### src/hdl/eit_pkg.sv
package eit_pkg;
    // Register byte addresses
    localparam logic [3:0] EIT_ADDR_MODE   = 4'h0;
    localparam logic [3:0] EIT_ADDR_PERIOD = 4'h4;
    localparam logic [3:0] EIT_ADDR_DUTY   = 4'h8;
    localparam logic [3:0] EIT_ADDR_STATUS = 4'hc;

    // Mode register fields
    localparam int EIT_BIT_RUN    = 7;
    localparam int EIT_BIT_CKS_HI = 6;
    localparam int EIT_BIT_CKS_LO = 4;
    localparam int EIT_BIT_MODE_HI = 3;
    localparam int EIT_BIT_MODE_LO = 2;
    localparam int EIT_BIT_IDLE   = 1;
    localparam int EIT_BIT_DRIVE  = 0;

    localparam logic [7:0] EIT_MODE_RESET = 8'h00;
    localparam logic [7:0] EIT_CMP_RESET  = 8'h00;
    localparam logic [7:0] EIT_CNT_CLEAR  = 8'h00;

    // Duty reload needs this many count clocks after a write
    localparam logic [1:0] EIT_RELOAD_CLOCKS = 2'h3;

    // Status register fields
    localparam int EIT_ST_OUT   = 0;
    localparam int EIT_ST_DUTY  = 1;
    localparam int EIT_ST_PEND  = 2;
    localparam int EIT_ST_CNT_LO = 8;

    localparam logic [1:0] EIT_RESP_OKAY   = 2'h0;
    localparam logic [1:0] EIT_RESP_SLVERR = 2'h2;

    typedef enum logic [1:0] {
        EIT_MODE_INTERVAL = 2'b00,
        EIT_MODE_CARRIER  = 2'b01,
        EIT_MODE_PWM      = 2'b10,
        EIT_MODE_BAD      = 2'b11
    } eit_mode_e;

    typedef enum logic [2:0] {
        EIT_CKS_DIV1    = 3'b000,
        EIT_CKS_DIV2    = 3'b001,
        EIT_CKS_DIV4    = 3'b010,
        EIT_CKS_DIV16   = 3'b011,
        EIT_CKS_DIV64   = 3'b100,
        EIT_CKS_DIV1024 = 3'b101
    } eit_cks_e;
endpackage : eit_pkg

### src/hdl/eit_prescaler.sv
`timescale 1ns/1ps
module eit_prescaler
    import eit_pkg::*;
(
    input  wire logic       core_clk,
    input  wire logic       rst,
    input  wire logic       run,
    input  wire logic [2:0] sel,
    output logic            tick
);
    typedef struct packed {
        logic [9:0] div;
        logic       tick;
    } eit_pre_s;

    eit_pre_s st_r;
    eit_pre_s st_nxt;

    // Terminal-count check shared by every divide ratio except divide-by-1
    function automatic logic at_end(input logic [9:0] d, input logic [9:0] mask);
        at_end = (d & mask) == mask;
    endfunction : at_end

    always_comb begin
        st_nxt = st_r;
        st_nxt.div = run ? st_r.div + 10'h001 : 10'h000;
        case (eit_cks_e'(sel))
            EIT_CKS_DIV1:    st_nxt.tick = run;
            EIT_CKS_DIV2:    st_nxt.tick = run && at_end(st_r.div, 10'h001);
            EIT_CKS_DIV4:    st_nxt.tick = run && at_end(st_r.div, 10'h003);
            EIT_CKS_DIV16:   st_nxt.tick = run && at_end(st_r.div, 10'h00f);
            EIT_CKS_DIV64:   st_nxt.tick = run && at_end(st_r.div, 10'h03f);
            EIT_CKS_DIV1024: st_nxt.tick = run && at_end(st_r.div, 10'h3ff);
            // Prohibited codes give no count clock at all
            default:         st_nxt.tick = 1'b0;
        endcase
    end

    always_ff @(posedge core_clk or posedge rst) begin
        if (rst) begin
            st_r <= '0;
        end else begin
            st_r <= st_nxt;
        end
    end

    assign tick = st_r.tick;
endmodule : eit_prescaler

### src/hdl/eit_timer.sv
// Added by the designer: the AXI4-Lite slave port and the register addresses.
`timescale 1ns/1ps
// What this block does
// - Interval: period match raises interrupt, clears counter
// - Interval: duty register matches are ignored
// - Interval with drive: output toggles per match
// - Clear, toggle and interrupt share one tick
// - Stop in interval: outputs return to idle
// - Start counts; output idle until first match
// - PWM period match: clear, interrupt, toggle, switch
// - PWM duty match: toggle and switch only
// - PWM cycle N+1, active width M+1
// - Running duty writes wait in a latch
// - Reload needs three count clocks after write
// - Duty writes accepted any time while counting
// - Stop in PWM: outputs forced idle
// - Stopped counter holds zero
// - Clock select: 1,2,4,16,64,1024 dividers
// - Idle level bit picks low or high
module eit_timer
    import eit_pkg::*;
(
    input  wire logic        core_clk,
    input  wire logic        rst,
    input  wire logic [3:0]  s_axi_awaddr,
    input  wire logic        s_axi_awvalid,
    output logic             s_axi_awready,
    input  wire logic [31:0] s_axi_wdata,
    input  wire logic [3:0]  s_axi_wstrb,
    input  wire logic        s_axi_wvalid,
    output logic             s_axi_wready,
    output logic [1:0]       s_axi_bresp,
    output logic             s_axi_bvalid,
    input  wire logic        s_axi_bready,
    input  wire logic [3:0]  s_axi_araddr,
    input  wire logic        s_axi_arvalid,
    output logic             s_axi_arready,
    output logic [31:0]      s_axi_rdata,
    output logic [1:0]       s_axi_rresp,
    output logic             s_axi_rvalid,
    input  wire logic        s_axi_rready,
    output logic             timer_output_pin,
    output logic             compare_match_irq
);
    typedef struct packed {
        logic        awready;
        logic        wready;
        logic        aw_held;
        logic        w_held;
        logic [3:0]  aw_addr;
        logic [7:0]  w_data;
        logic        w_lane;
        logic        bvalid;
        logic [1:0]  bresp;
        logic        arready;
        logic        rvalid;
        logic [31:0] rdata;
        logic [1:0]  rresp;
        logic [7:0]  mode;
        logic [7:0]  period_compare;
        logic [7:0]  duty_compare;
        logic [7:0]  duty_latch;
        logic        duty_pend;
        logic [1:0]  pend_age;
        logic [7:0]  count;
        logic        use_duty;
        logic        out;
        logic        irq;
        logic        run_d;
    } eit_state_s;

    eit_state_s st_r;
    eit_state_s st_nxt;
    logic       tick;
    logic       run;
    eit_mode_e  mode;
    logic       drive;
    logic       idle;
    logic       per_hit;
    logic       duty_hit;

    assign run   = st_r.mode[EIT_BIT_RUN];
    assign mode  = eit_mode_e'(st_r.mode[EIT_BIT_MODE_HI:EIT_BIT_MODE_LO]);
    assign drive = st_r.mode[EIT_BIT_DRIVE];
    assign idle  = st_r.mode[EIT_BIT_IDLE];

    eit_prescaler u_pre (
        .core_clk (core_clk),
        .rst      (rst),
        .run      (run),
        .sel      (st_r.mode[EIT_BIT_CKS_HI:EIT_BIT_CKS_LO]),
        .tick     (tick)
    );

    // Only one compare is live at a time; interval mode never looks at duty
    assign per_hit  = run && tick && !st_r.use_duty && st_r.count == st_r.period_compare;
    assign duty_hit = run && tick && st_r.use_duty && mode == EIT_MODE_PWM
                      && st_r.count == st_r.duty_compare;

    always_comb begin
        logic wr_go;
        logic [7:0] wv;
        wr_go = 1'b0;
        wv = 8'h00;
        st_nxt = st_r;
        st_nxt.irq = 1'b0;
        st_nxt.run_d = run;

        // Write channel: address and data accepted in either order
        if (s_axi_awvalid && st_r.awready) begin
            st_nxt.aw_held = 1'b1;
            st_nxt.aw_addr = s_axi_awaddr;
            st_nxt.awready = 1'b0;
        end
        if (s_axi_wvalid && st_r.wready) begin
            st_nxt.w_held = 1'b1;
            st_nxt.w_data = s_axi_wdata[7:0];
            st_nxt.w_lane = s_axi_wstrb[0];
            st_nxt.wready = 1'b0;
        end
        if (st_r.aw_held && st_r.w_held && !st_r.bvalid) begin
            wr_go = st_r.w_lane;
            wv = st_r.w_data;
            st_nxt.aw_held = 1'b0;
            st_nxt.w_held = 1'b0;
            st_nxt.bvalid = 1'b1;
            st_nxt.bresp = (st_r.aw_addr[3:2] == EIT_ADDR_STATUS[3:2]) ? EIT_RESP_SLVERR : EIT_RESP_OKAY;
        end
        if (st_r.bvalid && s_axi_bready) begin
            st_nxt.bvalid = 1'b0;
            st_nxt.awready = 1'b1;
            st_nxt.wready = 1'b1;
        end

        // Counter engine
        if (!run) begin
            st_nxt.count = EIT_CNT_CLEAR;
            st_nxt.use_duty = 1'b0;
            st_nxt.out = idle;
            st_nxt.duty_pend = 1'b0;
        end else begin
            if (!st_r.run_d) begin
                st_nxt.out = idle;
            end
            if (tick && st_r.duty_pend && st_r.pend_age != EIT_RELOAD_CLOCKS) begin
                st_nxt.pend_age = st_r.pend_age + 2'h1;
            end
            if (per_hit) begin
                st_nxt.count = EIT_CNT_CLEAR;
                st_nxt.irq = 1'b1;
                if (drive) begin
                    st_nxt.out = !st_r.out;
                end
                st_nxt.use_duty = (mode == EIT_MODE_PWM);
            end else if (duty_hit) begin
                st_nxt.count = st_r.count + 8'h01;
                if (drive) begin
                    st_nxt.out = !st_r.out;
                end
                st_nxt.use_duty = 1'b0;
                // A write landing inside the last three count clocks misses this match
                if (st_r.duty_pend && st_r.pend_age == EIT_RELOAD_CLOCKS) begin
                    st_nxt.duty_compare = st_r.duty_latch;
                    st_nxt.duty_pend = 1'b0;
                end
            end else if (tick) begin
                st_nxt.count = st_r.count + 8'h01;
            end
        end

        if (wr_go) begin
            case (st_r.aw_addr[3:2])
                EIT_ADDR_MODE[3:2]:   st_nxt.mode = wv;
                EIT_ADDR_PERIOD[3:2]: st_nxt.period_compare = wv;
                EIT_ADDR_DUTY[3:2]: begin
                    if (run) begin
                        st_nxt.duty_latch = wv;
                        st_nxt.duty_pend = 1'b1;
                        st_nxt.pend_age = 2'h0;
                        // A write that meets a reload cancels that transfer
                        st_nxt.duty_compare = st_r.duty_compare;
                    end else begin
                        st_nxt.duty_compare = wv;
                        st_nxt.duty_latch = wv;
                    end
                end
                default: ;
            endcase
        end

        // Read channel
        if (s_axi_arvalid && st_r.arready) begin
            st_nxt.arready = 1'b0;
            st_nxt.rvalid = 1'b1;
            st_nxt.rresp = EIT_RESP_OKAY;
            case (s_axi_araddr[3:2])
                EIT_ADDR_MODE[3:2]:   st_nxt.rdata = {24'h000000, st_r.mode};
                EIT_ADDR_PERIOD[3:2]: st_nxt.rdata = {24'h000000, st_r.period_compare};
                EIT_ADDR_DUTY[3:2]:   st_nxt.rdata = {24'h000000, st_r.duty_compare};
                default: begin
                    st_nxt.rdata = 32'h00000000;
                    st_nxt.rdata[EIT_ST_OUT] = st_r.out;
                    st_nxt.rdata[EIT_ST_DUTY] = st_r.use_duty;
                    st_nxt.rdata[EIT_ST_PEND] = st_r.duty_pend;
                    st_nxt.rdata[EIT_ST_CNT_LO +: 8] = st_r.count;
                end
            endcase
        end
        if (st_r.rvalid && s_axi_rready) begin
            st_nxt.rvalid = 1'b0;
            st_nxt.arready = 1'b1;
        end
    end

    always_ff @(posedge core_clk or posedge rst) begin
        if (rst) begin
            st_r <= '0;
            st_r.awready <= 1'b1;
            st_r.wready <= 1'b1;
            st_r.arready <= 1'b1;
            st_r.mode <= EIT_MODE_RESET;
            st_r.period_compare <= EIT_CMP_RESET;
            st_r.duty_compare <= EIT_CMP_RESET;
        end else begin
            st_r <= st_nxt;
        end
    end

    assign s_axi_awready     = st_r.awready;
    assign s_axi_wready      = st_r.wready;
    assign s_axi_bvalid      = st_r.bvalid;
    assign s_axi_bresp       = st_r.bresp;
    assign s_axi_arready     = st_r.arready;
    assign s_axi_rvalid      = st_r.rvalid;
    assign s_axi_rdata       = st_r.rdata;
    assign s_axi_rresp       = st_r.rresp;
    assign timer_output_pin  = st_r.out;
    assign compare_match_irq = st_r.irq;
endmodule : eit_timer

### config.mk
export PLATFORM = sky130hd
export DESIGN_NAME = eit_timer
export DESIGN_NICKNAME = d
export VERILOG_FILES = /design/src/hdl/eit_pkg.sv /design/src/hdl/eit_prescaler.sv /design/src/hdl/eit_timer.sv
export SDC_FILE = /design/constraint.sdc
export NUM_CORES = 1
export LEC_CHECK = 0
export ABC_AREA = 1
export BUFFER_PORTS_ARGS = -buffer_cell sky130_fd_sc_hd__buf_2
export CORE_ASPECT_RATIO = 2
export CORE_MARGIN = 2
export CORE_UTILIZATION = 36
export CTS_CLUSTER_SIZE = 28
export DETAILED_ROUTE_END_ITERATION = 10
export HOLD_SLACK_MARGIN = 0.15
export PLACE_DENSITY = 0.64
export SLEW_MARGIN = 15
export SYNTH_ARGS = -nofsm -noshare
export SYNTH_HDL_FRONTEND = slang
export SYNTH_HIERARCHICAL = 1
export SYNTH_SLANG_ARGS = --single-unit
### constraint.sdc
create_clock -name core_clk -period 2.8 [get_ports core_clk]
set_input_delay 0.56 -clock core_clk [delete_from_list [all_inputs] [get_ports core_clk]]
set_output_delay 0.56 -clock core_clk [all_outputs]
set_load 0.1 [all_outputs]
[Yosys cells after proc, flatten, opt, wreduce, memory -nomap -nowiden]
Index checks and enable logic that the tools add are counted.
Word-level totals
  flip-flop bits (word level): 112
  word-level logic and storage cells: 125
Operators by class
  add/subtract/negate cells: 3
  equality and inequality tests: 22
  muxes and demuxes: 39
  reduce and logical (&&, ||, !) cells: 36
Operator list (number)
  $mux W8: 7
  $pmux W16 S3: 1
  $mux W19: 2
  $mux W36: 1
  $mux W10: 3
  $logic_and A1 B1 Y1: 21
  $eq A8 B8 Y1: 2
  $mux W16: 1
  $mux W1: 14
  $mux W2: 7
  $eq A2 B2 Y1 const B: 6
  $reduce_bool A2 Y1: 6
  $add A10 B1 Y10 const B: 1
  $eq A10 B10 Y1 const B: 1
  $add A8 B1 Y8 const B: 1
  $eq A3 B2 Y1 const B: 2
  $eq A3 B3 Y1 const B: 2
  $eq A6 B6 Y1 const B: 1
  $mux W3: 2
  $pmux W1 S6: 1
  $reduce_and A2 Y1: 3
  $eq A2 B1 Y1 const B: 2
  $eq A4 B4 Y1 const B: 1
  $logic_not A2 Y1: 2
  other kinds (8): 10

[Longest topological paths before layout]
  depth in word-level cells: 10
  mapped depth: 13
  gate-level depth less buffers: 13

[Cells and area by module]
Netlist, hierarchy kept.
By module, submodules not included
  eit_timer: instances 1, cells each 515, area each 4127.7 µm², seq. area each 2055.7 µm²
  eit_prescaler: instances 1, cells each 68, area each 561.8 µm², seq. area each 275.3 µm²

[Worst setup path after synthesis]
No wires, ideal clock.
  path type: flip-flop to flip-flop
  start: reg st_r (netlist bit s_axi_bvalid)
  end: reg st_r[44] (netlist bit)
  setup time: 121 ps
  arrival: 1814 ps
  required time: 2679 ps
  path slack: 865 ps
  cell stages (with the launch flop): 10
  path buffers: 1
  clock period less this slack: 1935 ps
  cell sequence: dfrtp_1 inv_2 nand3_2 inv_2 nand2_1 nor3_1 inv_2 buf_2 nand2_1 o21ai_1
Between the ends
  word-level cells in the longest chain between the ends: 4
  elaborated cells on any way between the ends: 5
RTL lines
  start: declaration: RTL line eit_timer.sv:72  | eit_state_s st_r;
  start signal: assignment: RTL line eit_timer.sv:225  | st_r <= st_nxt;
  $logic_not A1 Y1 *: RTL line eit_timer.sv:121  | if (st_r.aw_held && st_r.w_held && !st_r.bvalid) begin
  $logic_and A1 B1 Y1 *: RTL line eit_timer.sv:121
  $mux W1: RTL line eit_timer.sv:121
  $reduce_and A2 Y1 (no source line)
Mark *: on every way between the ends. The rest lies on a longest branch, timed or not.
A chain may end at the register's enable or synchronous reset.

[Final worst setup path]
  start: reg st_r (netlist bit s_axi_wready)
  end: out s_axi_wready
RTL lines
  end: declaration: RTL line eit_timer.sv:31  | output logic s_axi_wready,
No word-level cell between the ends.

==> impl_results.md <==
* Rows at 59
* First-pass GRT wire length at 17,800 um
* I/O pin count at 94
* CP max stage cell: dfstp_2
* Least-Margin Pin Slew at 0.650 ns
* Hold WC Path Type: in -> async
* Pwr Density at 943 nW/um^2
* Area of the core at 12,800 um^2
* Cell Area, Synth at roughly 4700 um^2
* Post-synthesis mux area share at 0%
* Layout Area Growth over Synthesis at 10.9%
* Top cells by area, synth: dfrtp_1, nand2_1, buf_4, o21ai_0, inv_1
* Crit path buf inv count at 1
* Post-Synth Adder-Cell Area at less than 1%
* Placed cell areas at 4900 um^2
* Reg2Reg Launch Point: s_axi_bvalid
* Final nets at around 670
* Synth top area share at 48.0%
* Required @ worst endpoint at about 2.2 ns
* # resized after CTS at 0
* Finished layout cell area at 5200 um^2
* Lkg Pwr at ~2.6 nW
* Final HPWL DP at between 7000 and 8000 um
* Die X at 84.7 um
* Fin crit period at 1.88 ns
* Vias at 3,731
* TNS Setup at 0 ns
* Worst path cell trace: buf_2
* Grt met2 use at 25.8%
* Mapped Avg Cell Area at 8.04 um^2
* Cell count after synthesis at 583
* Finish-stage setup viols at 0
* DRC marker count from the first detailed-route iteration at approximately 270
* Detail Route Antenna Nets at 0
* Commonest cells after routing, fill and taps aside: nand2_1, dfrtp_1, inv_1
* Critical path's top delay family: flip-flops
* XOR/XNOR Fraction of Synth Area at 1.87%
* Arr. time, crit path at ~1.3 ns
* Path type of the worst setup path: reg -> out
* Status: finished clean
* Grt ovf at 0
* Die Ht at 165 um
* Clock Latency Late Sink at 0.34 ns
* # fillers at 1,326
* Total track usage at 16.1%
* CTS Sinks at 93
* Final hold violation count at 0
* Max-slew headroom at 56.6%
* Area of the die at 14,000 um^2
* Crit path max fanout at 3
* Layout cell share with drive strength beyond 1 at 15.8%
* Largest net degree at the start of global routing at 38
* M3 GR Usage at 2.49%
* Slowest stage delay, CP at 0.55 ns
* H-tree depth at 3
* Initial antenna violation count at 0
* Total Wirelength at 10,600 um
* Gpl congestion at about 0.86
* Max Clk Rate at 533 MHz
* Per-cell routed wire length at approximately 14 um
* Via density at 4.83
* GR peak layer: met2
* Max Slew Vio Count at 0
* Crit. Startpoint: s_axi_wready
* Starting Density at 36.5%
* Reg clk slew, reported paths at 0.07 ns
* Synth Register Bits at 93
* Netlist cell types at 43
* Max VDD drop at 0.688 mV
* Area occupied by multi-input gates at 1880 um^2
* Setup repair bufs after CTS at 0
* Largest family of logic cells by synthesized area: simple AND/OR/NAND/NOR gates
* Max-Cap Viols at 0
* CTS max path bufs at 2
* Startpoint types: flop
* Register area at 2330 um^2
* Synthesis Warnings at 6
* Drt pass-1 iters at 5
* Most common cell after layout, fill and taps aside: nand2_1
* Vias in the first global route at roughly 3,500
* Total CTS buffers at 9
* Ant diodes at 0
* RSZ-0062 raised after global routing: false
* Hold Buf Count CTS at 0
* Post-synth top area cell: dfrtp_1
* Post-Synth Simple-Gate Area at 24.6%
* GR met1 Demand/Resource at a little over a fifth
* Worst clock skew at roughly 0.0089 ns
* Residual DRC at 0
* Sequential element share of the synthesized area at 49.7%
* CP endpoint kind: output port
* Tot Pwr at slightly below 5 mW
* Compound-Gate Fraction of Synth Area at a little under an eighth
* Period utilization at approximately 67%
* Clk Tree Root Cell: clkbuf_16
* # port buffers at 43
* CTS tree: done
-- area by class of cell --
cell class / instances / share of cell area, %
sequential: 93 / 44.8
clock inverter: 5 / 1.15
multi-input combinational: 401 / 36.1
inverter: 62 / 4.50
timing repair buffer: 48 / 5.10
clock buffer: 11 / 4.67
tap: 152 / 3.66
-- logic make-up after synthesis --
group	after synthesis
and+or+nand+nor	272
buffers and inverters	107
AOI/OAI and AO/OA	97
DFF	93
xor gates and xnor gates	10
adders and majority gates	3
other	1
-- registers in the layout, summed over array words and instances (netlist names), 2 cells and up --
signal	flops
st_r	53
mode	2
s_axi_rdata	16
u_pre/st_r	10
-- cells in the mapped netlist (all sizes together) --
| cell | instances |
|---|---|
| o211ai | 2 |
| clkbuf | 5 |
| dfrtp | 90 |
| a41oi | 2 |
| conb | 1 |
| xnor2 | 4 |
| nand3 | 24 |
| inv | 61 |
| nor3 | 11 |
| a221oi | 3 |
| nor2 | 40 |
| a21oi | 17 |
| or2 | 1 |
| ha | 3 |
| nor3b | 1 |
| xor2 | 6 |
| o21a | 1 |
| buf | 40 |
| dfstp | 3 |
| a31oi | 2 |
| clkinv | 1 |
| a211oi | 1 |
| o31ai | 1 |
| nand4 | 7 |
| nand2 | 185 |
| a21boi | 1 |
| nor4 | 1 |
| o22ai | 3 |
| o21ai | 64 |
| nand3b | 2 |
-- layer usage --
layer / vias to the layer above / wire length, um
met5: - / 0
met4: 0 / 226
met3: 17 / 511
met2: 95 / 5060
met1: 1735 / 4860
li1: 1884 / -
-- where the power goes --
part           switching, mW  leakage (nW)  internal, mW
clock                  0.523         0.146         0.718
combinational           1.31          1.19         0.383
sequential             0.292          1.25          1.68
-- stage by stage --
stage | utilization (%) | setup WS, ns | std cells | hold WS, ns
2_1_floorplan | - | 0.137 | 601 | 0.412
3_3_place_gp | 38.1 | 1.08 | 756 | 0.457
3_5_place_dp | 38.1 | 1.07 | 756 | 0.467
4_1_cts | 40.5 | 0.912 | 772 | 0.229
5_1_grt | 40.5 | 0.867 | 772 | 0.274
6_report | 40.5 | 0.925 | 772 | 0.217
-- path summary, 6_finish.rpt --
kind,endpoint,slack [ns],cells after the start
setup / recovery,s_axi_wready,0.92,1
hold / removal,u_pre/tick,0.22,2
setup reg to reg,st_r[29],1.05,10
hold reg to reg,s_axi_arready,0.48,2
max in group asynchronous,s_axi_awready,1.76,3
min in group core_clk,s_axi_wready,0.38,2
Note: power is estimated with default switching activity, not from simulation.
